===== src/asr_pkg.sv =====
// Constants shared by the asynchronous serial receiver files.
// Assumes a 32-bit AXI4-Lite register bus and one 50 MHz clock.
`default_nettype none
package asr_pkg;
  // Register byte offsets
  localparam logic [7:0] OFF_CTRL = 8'h00;
  localparam logic [7:0] OFF_BAUD = 8'h04;
  localparam logic [7:0] OFF_STATUS = 8'h08;
  localparam logic [7:0] OFF_MASK = 8'h0C;
  localparam logic [7:0] OFF_DATA = 8'h10;
  // Control register fields
  localparam int CTRL_RX_EN = 0;
  localparam int CTRL_IRQ_EN = 1;
  localparam int CTRL_PAR_EN = 2;
  localparam int CTRL_PAR_ODD = 3;
  localparam logic [3:0] CTRL_RESET = 4'h0;
  // Status and mask register fields
  localparam int ST_RX_FULL = 0;
  localparam int ST_OVERRUN = 1;
  localparam int ST_PARITY = 2;
  localparam int ST_FRAMING = 3;
  localparam int ST_BUSY = 4;
  localparam logic [3:0] STATUS_RESET = 4'h0;
  localparam logic [3:0] MASK_RESET = 4'h0;
  // Bit period in clock cycles; 434 cycles is about 115200 bit/s at 50 MHz
  localparam logic [15:0] BAUD_RESET = 16'h01B2;
  localparam logic [15:0] BAUD_MIN = 16'h0004;
  // Bus responses
  localparam logic [1:0] RESP_OKAY = 2'h0;
  localparam logic [1:0] RESP_SLVERR = 2'h2;
  // Receive sequencer states
  typedef enum logic [2:0] {
    ST_IDLE, ST_START, ST_DATA, ST_PAR, ST_STOP
  } asr_state_t;
endpackage
`default_nettype wire


===== src/asr_rx_if.sv =====
// Link between the register side and the bit sampler of the receiver.
// Assumes both ends run on the same clock.
`default_nettype none
interface asr_rx_if;
  // Settings from the register side
  logic enable;
  logic par_en;
  logic par_odd;
  logic [15:0] divisor;
  // Character results from the sampler
  logic done;
  logic [7:0] data;
  logic par_err;
  logic stop_bit;
  logic busy;
  modport ctrl (output enable, par_en, par_odd, divisor,
                input done, data, par_err, stop_bit, busy);
  modport smp (input enable, par_en, par_odd, divisor,
               output done, data, par_err, stop_bit, busy);
endinterface
`default_nettype wire


===== src/asr_bit_sampler.sv =====
// Bit sampler: synchronises the serial line, finds start bits and
// shifts one character with optional parity and one stop bit.
// Assumes the line idles high and divisor is at least four cycles.
`default_nettype none
module asr_bit_sampler (
  // Clock and reset
  input wire logic aclk,
  input wire logic aresetn,
  // Serial line pin
  input wire logic rxd,
  // Register side link
  asr_rx_if.smp link
);
  // Three-stage synchroniser; only stage two reads stage one
  logic s1_q, s2_q, s3_q, line_q, line_d;
  // Sequencer state and counters
  asr_pkg::asr_state_t st_q, st_d;
  logic [15:0] cnt_q, cnt_d;
  logic [2:0] bit_q, bit_d;
  logic [7:0] shf_q, shf_d;
  logic perr_q, perr_d, done_q, done_d, stop_q, stop_d;

  // Line value changes only once stages two and three agree
  always_comb begin
    line_d = (s2_q == s3_q) ? s3_q : line_q;
  end

  // Sequencer next state
  always_comb begin
    st_d = st_q;
    cnt_d = cnt_q;
    bit_d = bit_q;
    shf_d = shf_q;
    perr_d = perr_q;
    stop_d = stop_q;
    done_d = 1'b0;
    unique case (st_q)
      asr_pkg::ST_IDLE: begin
        // Falling line marks a start bit; wait half a bit
        if (link.enable && !line_q) begin
          st_d = asr_pkg::ST_START;
          cnt_d = {1'b0, link.divisor[15:1]};
          perr_d = 1'b0;
        end
      end
      asr_pkg::ST_START: begin
        if (cnt_q == 16'h0000) begin
          // A glitch shorter than half a bit is ignored
          st_d = line_q ? asr_pkg::ST_IDLE : asr_pkg::ST_DATA;
          cnt_d = link.divisor - 16'h0001;
          bit_d = 3'h0;
        end else begin
          cnt_d = cnt_q - 16'h0001;
        end
      end
      asr_pkg::ST_DATA: begin
        if (cnt_q == 16'h0000) begin
          // Least significant bit arrives first
          shf_d = {line_q, shf_q[7:1]};
          cnt_d = link.divisor - 16'h0001;
          bit_d = bit_q + 3'h1;
          if (bit_q == 3'h7) begin
            st_d = link.par_en ? asr_pkg::ST_PAR : asr_pkg::ST_STOP;
          end
        end else begin
          cnt_d = cnt_q - 16'h0001;
        end
      end
      asr_pkg::ST_PAR: begin
        if (cnt_q == 16'h0000) begin
          // Parity good when data, parity bit and par_odd xor to zero
          perr_d = ^{shf_q, line_q, link.par_odd};
          cnt_d = link.divisor - 16'h0001;
          st_d = asr_pkg::ST_STOP;
        end else begin
          cnt_d = cnt_q - 16'h0001;
        end
      end
      asr_pkg::ST_STOP: begin
        if (cnt_q == 16'h0000) begin
          // Stop bit sampled mid-bit, character handed on
          stop_d = line_q;
          done_d = 1'b1;
          st_d = asr_pkg::ST_IDLE;
        end else begin
          cnt_d = cnt_q - 16'h0001;
        end
      end
      default: st_d = asr_pkg::ST_IDLE;
    endcase
    // Disabling the receiver abandons any character in progress
    if (!link.enable) begin
      st_d = asr_pkg::ST_IDLE;
    end
  end

  // Registers
  always_ff @(posedge aclk) begin
    if (!aresetn) begin
      s1_q <= 1'b1;
      s2_q <= 1'b1;
      s3_q <= 1'b1;
      line_q <= 1'b1;
      st_q <= asr_pkg::ST_IDLE;
      cnt_q <= 16'h0000;
      bit_q <= 3'h0;
      shf_q <= 8'h00;
      perr_q <= 1'b0;
      stop_q <= 1'b1;
      done_q <= 1'b0;
    end else begin
      s1_q <= rxd;
      s2_q <= s1_q;
      s3_q <= s2_q;
      line_q <= line_d;
      st_q <= st_d;
      cnt_q <= cnt_d;
      bit_q <= bit_d;
      shf_q <= shf_d;
      perr_q <= perr_d;
      stop_q <= stop_d;
      done_q <= done_d;
    end
  end

  assign link.done = done_q;
  assign link.data = shf_q;
  assign link.par_err = perr_q;
  assign link.stop_bit = stop_q;
  assign link.busy = (st_q != asr_pkg::ST_IDLE);
endmodule
`default_nettype wire


===== src/asr_rx_top.sv =====
// Receive path of an asynchronous serial interface with an AXI4-Lite
// register slave, sticky status flags and interrupt outputs.
// Assumes one clock aclk and a synchronous active-low reset.
//
// Summary of operation
// - Detect start bit, shift character, check parity/stop
// - Character done while full sets overrun flag
// - Overrun leaves the unread data register unchanged
// - Parity mismatch sets flag, data still copied
// - Zero stop bit sets framing flag, data copied
// - Any error with irq enable raises error irq
// - Good character copied, receive-full flag set
// - Good character with irq enable raises done irq
`default_nettype none
module asr_rx_top #(
  parameter int DATA_W = 8
) (
  // Clock and reset
  input wire logic aclk,
  input wire logic aresetn,
  // Serial line pin
  input wire logic rxd,
  // AXI4-Lite write address
  input wire logic awvalid,
  output logic awready,
  input wire logic [7:0] awaddr,
  input wire logic [2:0] awprot,
  // AXI4-Lite write data
  input wire logic wvalid,
  output logic wready,
  input wire logic [31:0] wdata,
  input wire logic [3:0] wstrb,
  // AXI4-Lite write response
  output logic bvalid,
  input wire logic bready,
  output logic [1:0] bresp,
  // AXI4-Lite read address
  input wire logic arvalid,
  output logic arready,
  input wire logic [7:0] araddr,
  input wire logic [2:0] arprot,
  // AXI4-Lite read data
  output logic rvalid,
  input wire logic rready,
  output logic [31:0] rdata,
  output logic [1:0] rresp,
  // Interrupts
  output logic irq,
  output logic rx_done_irq,
  output logic rx_error_irq
);
  // The sampler is built for eight-bit characters only
  if (DATA_W != 8) begin : g_bad_width
    $error("asr_rx_top supports DATA_W of 8 only");
  end

  asr_rx_if link ();

  asr_bit_sampler u_sampler (
    .aclk(aclk),
    .aresetn(aresetn),
    .rxd(rxd),
    .link(link)
  );

  // Software-visible state
  logic [3:0] ctrl_q, ctrl_d;
  logic [15:0] baud_q, baud_d;
  logic [3:0] status_q, status_d; // full, overrun, parity, framing
  logic [3:0] mask_q, mask_d;
  logic [7:0] rx_data_q, rx_data_d; // the receive data register
  // Bus slave state
  logic aw_have_q, aw_have_d, w_have_q, w_have_d;
  logic [7:0] waddr_q, waddr_d;
  logic [31:0] wbuf_q, wbuf_d;
  logic [3:0] wstrb_q, wstrb_d;
  logic awready_q, awready_d, wready_q, wready_d;
  logic bvalid_q, bvalid_d, arready_q, arready_d, rvalid_q, rvalid_d;
  logic [1:0] bresp_q, bresp_d, rresp_q, rresp_d;
  logic [31:0] rdata_q, rdata_d;
  // Interrupt outputs
  logic irq_q, irq_d, done_irq_q, done_irq_d, err_irq_q, err_irq_d;
  // Decoded write strobes
  logic wr_exec, wr_ok;
  logic [3:0] st_clr;

  // Byte offset decode, shared by the read and write paths
  function automatic logic addr_known(input logic [7:0] a);
    return a == asr_pkg::OFF_CTRL || a == asr_pkg::OFF_BAUD ||
           a == asr_pkg::OFF_STATUS || a == asr_pkg::OFF_MASK ||
           a == asr_pkg::OFF_DATA;
  endfunction

  // Settings to the sampler
  assign link.enable = ctrl_q[asr_pkg::CTRL_RX_EN];
  assign link.par_en = ctrl_q[asr_pkg::CTRL_PAR_EN];
  assign link.par_odd = ctrl_q[asr_pkg::CTRL_PAR_ODD];
  assign link.divisor = baud_q;

  // Bus slave: address and data are taken in either order
  always_comb begin
    aw_have_d = aw_have_q;
    w_have_d = w_have_q;
    waddr_d = waddr_q;
    wbuf_d = wbuf_q;
    wstrb_d = wstrb_q;
    bvalid_d = bvalid_q;
    bresp_d = bresp_q;
    rvalid_d = rvalid_q;
    rresp_d = rresp_q;
    rdata_d = rdata_q;
    if (awvalid && awready_q) begin
      aw_have_d = 1'b1;
      waddr_d = awaddr;
    end
    if (wvalid && wready_q) begin
      w_have_d = 1'b1;
      wbuf_d = wdata;
      wstrb_d = wstrb;
    end
    // Response is issued once both halves are held
    if (wr_exec) begin
      aw_have_d = 1'b0;
      w_have_d = 1'b0;
      bvalid_d = 1'b1;
      bresp_d = wr_ok ? asr_pkg::RESP_OKAY : asr_pkg::RESP_SLVERR;
    end else if (bvalid_q && bready) begin
      bvalid_d = 1'b0;
    end
    // Read data is captured on the address handshake
    if (arvalid && arready_q) begin
      rvalid_d = 1'b1;
      rresp_d = addr_known(araddr) ? asr_pkg::RESP_OKAY
                                   : asr_pkg::RESP_SLVERR;
      unique case (araddr)
        asr_pkg::OFF_CTRL: rdata_d = {28'h0000000, ctrl_q};
        asr_pkg::OFF_BAUD: rdata_d = {16'h0000, baud_q};
        asr_pkg::OFF_STATUS: rdata_d = {27'h0000000, link.busy, status_q};
        asr_pkg::OFF_MASK: rdata_d = {28'h0000000, mask_q};
        asr_pkg::OFF_DATA: rdata_d = {24'h000000, rx_data_q};
        default: rdata_d = 32'h00000000;
      endcase
    end else if (rvalid_q && rready) begin
      rvalid_d = 1'b0;
    end
    // One write and one read in flight at most
    awready_d = !aw_have_d && !bvalid_d;
    wready_d = !w_have_d && !bvalid_d;
    arready_d = !rvalid_d;
  end

  assign wr_exec = aw_have_q && w_have_q && !bvalid_q;
  assign wr_ok = addr_known(waddr_q);
  // Write-one-to-clear strobes for the status flags
  assign st_clr = (wr_exec && waddr_q == asr_pkg::OFF_STATUS &&
                   wstrb_q[0]) ? wbuf_q[3:0] : 4'h0;

  // Control, baud and mask registers; a short divisor is raised
  always_comb begin
    ctrl_d = ctrl_q;
    baud_d = baud_q;
    mask_d = mask_q;
    if (wr_exec && wstrb_q[0] && waddr_q == asr_pkg::OFF_CTRL) begin
      ctrl_d = wbuf_q[3:0];
    end
    if (wr_exec && waddr_q == asr_pkg::OFF_BAUD) begin
      if (wstrb_q[0]) begin
        baud_d[7:0] = wbuf_q[7:0];
      end
      if (wstrb_q[1]) begin
        baud_d[15:8] = wbuf_q[15:8];
      end
      if (baud_d < asr_pkg::BAUD_MIN) begin
        baud_d = asr_pkg::BAUD_MIN;
      end
    end
    if (wr_exec && wstrb_q[0] && waddr_q == asr_pkg::OFF_MASK) begin
      mask_d = wbuf_q[3:0];
    end
  end

  // Status flags and data register; a new event beats a same-cycle clear
  always_comb begin
    status_d = status_q & ~st_clr;
    rx_data_d = rx_data_q;
    if (link.done) begin
      if (status_q[asr_pkg::ST_RX_FULL]) begin
        // Unread character kept, new one dropped
        status_d[asr_pkg::ST_OVERRUN] = 1'b1;
      end else begin
        rx_data_d = link.data;
        if (link.par_err) begin
          status_d[asr_pkg::ST_PARITY] = 1'b1;
        end
        if (!link.stop_bit) begin
          status_d[asr_pkg::ST_FRAMING] = 1'b1;
        end
        if (!link.par_err && link.stop_bit) begin
          status_d[asr_pkg::ST_RX_FULL] = 1'b1;
        end
      end
    end
  end

  // Interrupt outputs follow the flags one cycle later
  always_comb begin
    irq_d = |(status_q & mask_q);
    // Done request while the data register holds a good character
    done_irq_d = ctrl_q[asr_pkg::CTRL_IRQ_EN] &&
                 status_q[asr_pkg::ST_RX_FULL];
    // Error request while any error flag stands
    err_irq_d = ctrl_q[asr_pkg::CTRL_IRQ_EN] &&
                |status_q[asr_pkg::ST_FRAMING:asr_pkg::ST_OVERRUN];
  end

  // All registers
  always_ff @(posedge aclk) begin
    if (!aresetn) begin
      ctrl_q <= asr_pkg::CTRL_RESET;
      baud_q <= asr_pkg::BAUD_RESET;
      status_q <= asr_pkg::STATUS_RESET;
      mask_q <= asr_pkg::MASK_RESET;
      rx_data_q <= 8'h00;
      aw_have_q <= 1'b0;
      w_have_q <= 1'b0;
      waddr_q <= 8'h00;
      wbuf_q <= 32'h00000000;
      wstrb_q <= 4'h0;
      awready_q <= 1'b0;
      wready_q <= 1'b0;
      bvalid_q <= 1'b0;
      bresp_q <= asr_pkg::RESP_OKAY;
      arready_q <= 1'b0;
      rvalid_q <= 1'b0;
      rresp_q <= asr_pkg::RESP_OKAY;
      rdata_q <= 32'h00000000;
      irq_q <= 1'b0;
      done_irq_q <= 1'b0;
      err_irq_q <= 1'b0;
    end else begin
      ctrl_q <= ctrl_d;
      baud_q <= baud_d;
      status_q <= status_d;
      mask_q <= mask_d;
      rx_data_q <= rx_data_d;
      aw_have_q <= aw_have_d;
      w_have_q <= w_have_d;
      waddr_q <= waddr_d;
      wbuf_q <= wbuf_d;
      wstrb_q <= wstrb_d;
      awready_q <= awready_d;
      wready_q <= wready_d;
      bvalid_q <= bvalid_d;
      bresp_q <= bresp_d;
      arready_q <= arready_d;
      rvalid_q <= rvalid_d;
      rresp_q <= rresp_d;
      rdata_q <= rdata_d;
      irq_q <= irq_d;
      done_irq_q <= done_irq_d;
      err_irq_q <= err_irq_d;
    end
  end

  assign awready = awready_q;
  assign wready = wready_q;
  assign bvalid = bvalid_q;
  assign bresp = bresp_q;
  assign arready = arready_q;
  assign rvalid = rvalid_q;
  assign rdata = rdata_q;
  assign rresp = rresp_q;
  assign irq = irq_q;
  assign rx_done_irq = done_irq_q;
  assign rx_error_irq = err_irq_q;
endmodule
`default_nettype wire


===== config.mk =====
export PLATFORM = sky130hd
export DESIGN_NAME = asr_rx_top
export DESIGN_NICKNAME = d
export VERILOG_FILES = /design/src/asr_pkg.sv /design/src/asr_rx_if.sv /design/src/asr_bit_sampler.sv /design/src/asr_rx_top.sv
export SDC_FILE = /design/constraint.sdc
export NUM_CORES = 1
export LEC_CHECK = 0
export BUFFER_PORTS_ARGS = -buffer_cell sky130_fd_sc_hd__buf_2
export CORE_ASPECT_RATIO = 1.1
export CORE_MARGIN = 5
export CORE_UTILIZATION = 45
export CTS_CLUSTER_SIZE = 28
export DETAILED_ROUTE_END_ITERATION = 12
export PLACE_DENSITY = 0.77
export SLEW_MARGIN = 40
export SYNTH_ARGS = -nofsm -noshare
export SYNTH_HDL_FRONTEND = slang
export SYNTH_SLANG_ARGS = --single-unit

===== constraint.sdc =====
create_clock -name aclk -period 2.93 [get_ports aclk]
set_input_delay 0.4395 -clock aclk [delete_from_list [all_inputs] [get_ports aclk]]
set_output_delay 0.4395 -clock aclk [all_outputs]
set_load 0.01 [all_outputs]

=== Word-level counts from Yosys, hierarchy flattened ===
Index checks and enable logic that the tools add are counted.

* Bits in registers: 145
* Output and inout bits: 44
* Logic and storage cells: 159
* Bits of input ports: 66

* $lt $le $gt $ge: 1
* Bitwise gates (word level): 4
* Add/subtract/negate cells: 3
* Muxes and demuxes: 43
* Reduce and logical (&&, ||, !) cells: 55
* Equality and inequality tests: 21

{| class="wikitable"
|+ Operators by type and width
! operator !! count
|-
| one-hot mux 16 bit (5 select lines) || 1
|-
| two-way mux 16 bit || 4
|-
| one-hot mux 16 bit (3 select lines) || 1
|-
| == test 8 x 4 -> 1 bit, second input constant || 4
|-
| two-way mux 8 bit || 4
|-
| subtractor 16 x 1 -> 16 bit, second input constant || 2
|-
| two-way mux 3 bit || 8
|-
| logical AND 1 bit || 19
|-
| == test 8 x 3 -> 1 bit, second input constant || 2
|-
| == test 8 x 5 -> 1 bit, second input constant || 2
|-
| zero test 16 bit || 1
|-
| zero test 8 bit || 2
|-
| < comparator 16 x 3 -> 1 bit, second input constant || 1
|-
| two-way mux 1 bit || 16
|-
| one-hot mux 3 bit (5 select lines) || 1
|-
| != test 2 x 1 -> 1 bit, second input constant || 6
|-
| AND reduction 2 bit || 5
|-
| parity 10 bit || 1
|-
| AND reduction 3 bit || 3
|-
| AND 4 bit || 2
|-
| logical OR 1 bit || 8
|-
| two-way mux 2 bit || 4
|-
| two-way mux 4 bit || 2
|-
| zero test 1 bit || 7
|-
| other kinds (16) || 21
|}

=== Depth between registers and ports, before layout ===
* Depth after elaboration: 10
* Depth in mapped cells: 9
* Mapped depth without buffers: 8

=== Hierarchy ===
From an unflattened synthesis, not the netlist that was laid out.

* Cells, all modules: 757
* Area total of the unflattened synthesis: 6,381.1 sq um

{| class="wikitable"
|+ Modules (own cells, without submodules)
! module !! sequential area each (sq um) !! times used !! cells an instance !! area each (sq um)
|-
| asr_rx_top || 1,801.7 || 1 || 415 || 3,633.5
|-
| asr_bit_sampler || 740.7 || 1 || 342 || 2,747.6
|}

=== Least setup slack after synthesis ===
Ideal clock, no wire load.

* Path kind: input port to flip-flop
* Start point: input araddr[1]
* End point: register rdata_q[4] (netlist: rdata[4])
* Arrival time: 2.130 ns
* Buffers on the path: 1
* Data required time: 2.863 ns
* Stages: 7
* Path slack: 0.732 ns
* Setup time: 0.067 ns
* Cell sequence: or4_1 or3_1 buf_6 nor3b_4 nand2_2 a31o_1 a21oi_2

* Word-level cells in the longest chain between the ends: 2
* Elaborated cells on any way between the ends: 6
* Classes of those cells: eq/ne: 4; mux: 1; reduce/logical: 1

{| class="wikitable"
|+ RTL lines
! what !! line !! source
|-
| start, declared || asr_rx_top.sv:40 || <nowiki>input wire logic [7:0] araddr,</nowiki>
|-
| == test 8 x 5 -> 1 bit (tied with other cells) || asr_rx_top.sv:135 || <nowiki>unique case (araddr)</nowiki>
|-
| one-hot mux 16 bit (5 select lines) * || asr_rx_top.sv:135 ||
|-
| end signal, assigned || asr_rx_top.sv:258 || <nowiki>rdata_q <= rdata_d;</nowiki>
|-
| end, declared || asr_rx_top.sv:80 || <nowiki>logic [31:0] rdata_q, rdata_d;</nowiki>
|}

Mark *: on every way between the ends. The rest lies on a longest branch, timed or not.
A chain may end at the register's enable or synchronous reset.

=== Final worst setup path ===
* Start point: register u_sampler.cnt_q[0]
* End point: register u_sampler.cnt_q[13]

* Word-level cells in the longest chain between the ends: 3
* Elaborated cells on any way between the ends: 7
* Classes of those cells: add/sub: 1; eq/ne: 1; mux: 3; reduce/logical: 2

{| class="wikitable"
|+ RTL lines
! what !! line !! source
|-
| start, declared || asr_bit_sampler.sv:18 || <nowiki>logic [15:0] cnt_q, cnt_d;</nowiki>
|-
| start signal, assigned || asr_bit_sampler.sv:117 || <nowiki>cnt_q <= cnt_d;</nowiki>
|-
| subtractor 16 x 1 -> 16 bit or zero test 16 bit (tied branches) || n/a ||
|-
| two-way mux 16 bit (tied with other cells) || asr_bit_sampler.sv:80 || <nowiki>if (cnt_q == 16'h0000) begin</nowiki>
|-
| one-hot mux 16 bit (3 select lines) or AND reduction 3 bit (tied branches) || n/a ||
|}

Parallel ways exist; a longest one is shown, timed or not. The select of a mux whose other input is x is not followed.

==> impl_metrics.csv <==
group,metric,value,unit
place,numPlacedInstances,982,
floorplanning,die_width,122,µm
power_and_ir_drop,report.power.total,4.00,mW
synth,synth.cell_area,6200,µm²
global_routing,grt_usage,19.6,%
route,via_count,5600,
synth,synth.top_cells.by_area,"sky130_fd_sc_hd__dfxtp_1, sky130_fd_sc_hd__nand2_1, sky130_fd_sc_hd__a21oi_1",
critical_path,path_class,"reg -> reg",
synth,synth.yosys.seq_area_share,41.0,%
place,gp_weighted_congestion,0.943,
synth,synthDistinctLibCells,66,
floorplanning,die-area,16200,µm²
route,detail_route.vias_per_cell,5.53,
timing,fmax,418,MHz
global_routing,first_global_vias,5197,
synth,synthCells,764,
route,wl_per_cell,15.6,µm
power_and_ir_drop,cellPowerDensity,556,nW/µm²
synth,synth-warning-count,0,
cts,cts-resized-gates,0,
synth,postSynth.topFlopCell,"sky130_fd_sc_hd__dfxtp_1",
final_layout,finish.cell_count_without_fillers,1013,
floorplanning,io_pins,110,
global_routing,global_route.usage.met3,4.67,%
critical_path,cp-end-kind,"register",
timing,grt_setup_unrepaired,"no",
timing,timing.max_slew.rel_slack,47.9,%
critical_path,timing.critical_path.fanout_max,18,
route,detailedRoute.firstIterationViolations,384,
route,detailedRoute.firstPassIterationCount,5,
synth,synthesis.area_per_instance,8.12,µm²
route,drt-total-wl,15.8,mm
cts,clk_pin_slew_worst_paths,0.06,ns
synth,post-synth-top-area-fraction,41.0,%
synth,synth_edf_count,0,
run_status,run_status,"completed",
cts,maximum_level_of_the_cts_h_tree,4,
cts,clock_latency,0.42,ns
timing,worst-slew-pin-transition,0.780,ns
timing,worst_slack,0.536,ns
power_and_ir_drop,p_leak,2.87,nW
global_routing,pin_count_of_the_biggest_net_entering_global_routing,46,
critical_path,critical_path_required,3.24,ns
global_routing,wire_length_of_the_first_global_routing_pass,25.6,mm
timing,final_period_minus_worst_setup_slack,2.39,ns
critical_path,slowest_stage,"sky130_fd_sc_hd__dfxtp_1",
global_routing,met2_resource_use_gr,32.0,%
floorplanning,core_area,13700,µm²
route,antenna_violating_nets_post_route,0,
worst_hold_path,hp-class,"in -> reg",
critical_path,cp_cell_sequence,"inv_1 > ha_1 > nor4b_2 > and4_1 > a21oi_1 > buf_4 > o211ai_1 > a21oi_1 > nor2_1",
place,dp_hpwl,11.0,mm
synth,netlist.top_cell.by_area,"sky130_fd_sc_hd__dfxtp_1",
cts,cts_inserted_buffers,17,
cts,clock_tree.root_cell,"sky130_fd_sc_hd__clkbuf_16",
global_routing,antenna_found_initial,0,
cts,tritoncts_clock_tree,"done",
final_layout,area_growth_synth_to_finish,16.0,%
synth,flop_and_latch_count_out_of_synthesis,127,
job,max_cap_violations,0,
floorplanning,placement_rows,45,
place,placement.setup.worst_slack,0.334,ns
timing,final-setup-viol-count,0,
floorplanning,floorplan.initialDensity,45.3,%
timing,period_share,81.7,%
power_and_ir_drop,worst_ir_drop_vdd,0.000412,V
final_layout,drive_above_1_share,16.5,%
timing,hold_viol_final,0,
synth,async_flop_share,0,%
timing,slew_violations,0,
cts,cts_hold_buffers,0,
global_routing,grt_busiest_layer,"met2",
cts,cts_num_sinks,127,
critical_path,cpMostUsedCell,"sky130_fd_sc_hd__a21oi_1",
place,port_buffers,67,
floorplanning,chipHeight,133,µm
critical_path,cp.arrival,2.70,ns
final_layout,filler_cell_count,1270,
timing,worst_clock_skew,0.00762,ns
critical_path,critical_path.max_stage_delay,0.47,ns
final_layout,antenna_cells,0,
cts,clock_tree.buffer_depth,2,
timing,tns,0,ns
synth,synth_common_cells,"sky130_fd_sc_hd__dfxtp_1, sky130_fd_sc_hd__nand2_1, sky130_fd_sc_hd__a21oi_1, sky130_fd_sc_hd__nor2_1, sky130_fd_sc_hd__clkbuf_1",
route,post-route-drc-count,0,
final_layout,nets,884,
cts,postCtsSetupRepairBufs,0,
critical_path,critPathLaunchType,"register",
global_routing,global_route.usage.met1,24.5,%
synth,synth_most_common_cell,"sky130_fd_sc_hd__dfxtp_1",
global_routing,grt_remaining_overflow,0,
registers in the layout, summed over array words and instances (netlist names), 2 cells and up:
register	cells
baud_q	16
u_sampler.link.data	8
u_sampler.cnt_q	16
u_sampler.st_q	3
status_q	4
ctrl_q	4
waddr_q	8
u_sampler.bit_q	3
mask_q	4
rdata	16
wstrb_q	2
wbuf_q	16
rx_data_q	8
placed cells by master (no fill, tap or decap), types with 5 or more instances in the layout:
master / count
sky130_fd_sc_hd__xnor2_1: 19
sky130_fd_sc_hd__mux2i_1: 34
sky130_fd_sc_hd__or3_1: 6
sky130_fd_sc_hd__a21oi_1: 76
sky130_fd_sc_hd__a22oi_1: 10
sky130_fd_sc_hd__buf_2: 67
sky130_fd_sc_hd__nor2_1: 70
sky130_fd_sc_hd__o211ai_1: 7
sky130_fd_sc_hd__nor4_1: 10
sky130_fd_sc_hd__nand2_1: 125
sky130_fd_sc_hd__xor2_1: 10
sky130_fd_sc_hd__ha_1: 5
sky130_fd_sc_hd__inv_1: 10
sky130_fd_sc_hd__nor2b_1: 6
sky130_fd_sc_hd__conb_1: 18
sky130_fd_sc_hd__clkbuf_16: 17
sky130_fd_sc_hd__a31oi_1: 6
sky130_fd_sc_hd__and2_1: 9
sky130_fd_sc_hd__nor3_1: 18
sky130_fd_sc_hd__buf_4: 19
sky130_fd_sc_hd__nand4_1: 6
sky130_fd_sc_hd__a221oi_1: 6
sky130_fd_sc_hd__mux2_2: 5
sky130_fd_sc_hd__dfxtp_1: 127
sky130_fd_sc_hd__o21ai_0: 32
sky130_fd_sc_hd__nand3_1: 23
sky130_fd_sc_hd__nand2b_1: 7
worst paths after layout:
path | from | endpoint | slack [ns] | depth (start not counted)
max | u_sampler.cnt_q[0] | u_sampler.cnt_q[13] | 0.54 | 9
min | rxd | u_sampler.s1_q | 0.21 | 2
max reg2reg | u_sampler.cnt_q[0] | u_sampler.cnt_q[13] | 0.54 | 9
min reg2reg | u_sampler.s1_q | u_sampler.s2_q | 0.42 | 1
stage by stage:
step	area (µm²)	utilization (%)	hold slack (ns)
global route	7190	52.6	0.215
finish	7190	52.6	0.206
global placement	6620	48.4	0.400
floorplan	6270	-	0.386
CTS	7190	52.6	0.200
detailed placement	6620	48.4	0.398
cell families (layout without fill, tap and decap cells):
kind of cell | after synthesis | after routing | share of synthesized area, %
other | 1 | 18 | 0.0605
buffers and inverters | 85 | 129 | 6.76
muxes | 39 | 39 | 6.39
and+or+nand+nor | 305 | 305 | 23.5
adders and majority gates | 5 | 5 | 1.01
AOI/OAI and AO/OA | 173 | 173 | 17.2
DFF | 127 | 127 | 41.0
xor gates and xnor gates | 29 | 29 | 4.10
critical path: cells and delay by family, from the launching register on:
kind            cells  cell delay [ns]
buf+inv             2             0.40
fa+ha+maj           1             0.20
simple gates        3             0.52
flops               1             0.47
compound gates      3             0.68
report_power, final:
group / internal, mW / total [mW] / switching [mW]
logic: 0.0618 / 0.173 / 0.111
registers: 1.76 / 1.78 / 0.0259
clock network: 1.29 / 2.04 / 0.753
metal layers:
metal  share of wire [%]  up-vias
met2                  47      239
met4                 3.6        0
met1                  43     2569
met5                   0        -
met3                 6.9       51
li1                    -     2741
cell type report:
cell class,instances,area (µm²),share of cell area [%]
sequential,127,2540,35.3
tap,188,235,3.27
multi-input combinational,569,3300,45.9
inverter,11,41.3,0.574
clock inverter,10,113,1.57
timing repair buffer,87,498,6.92
clock buffer,21,460,6.40
No activity file was read; power rests on OpenSTA's default activity.
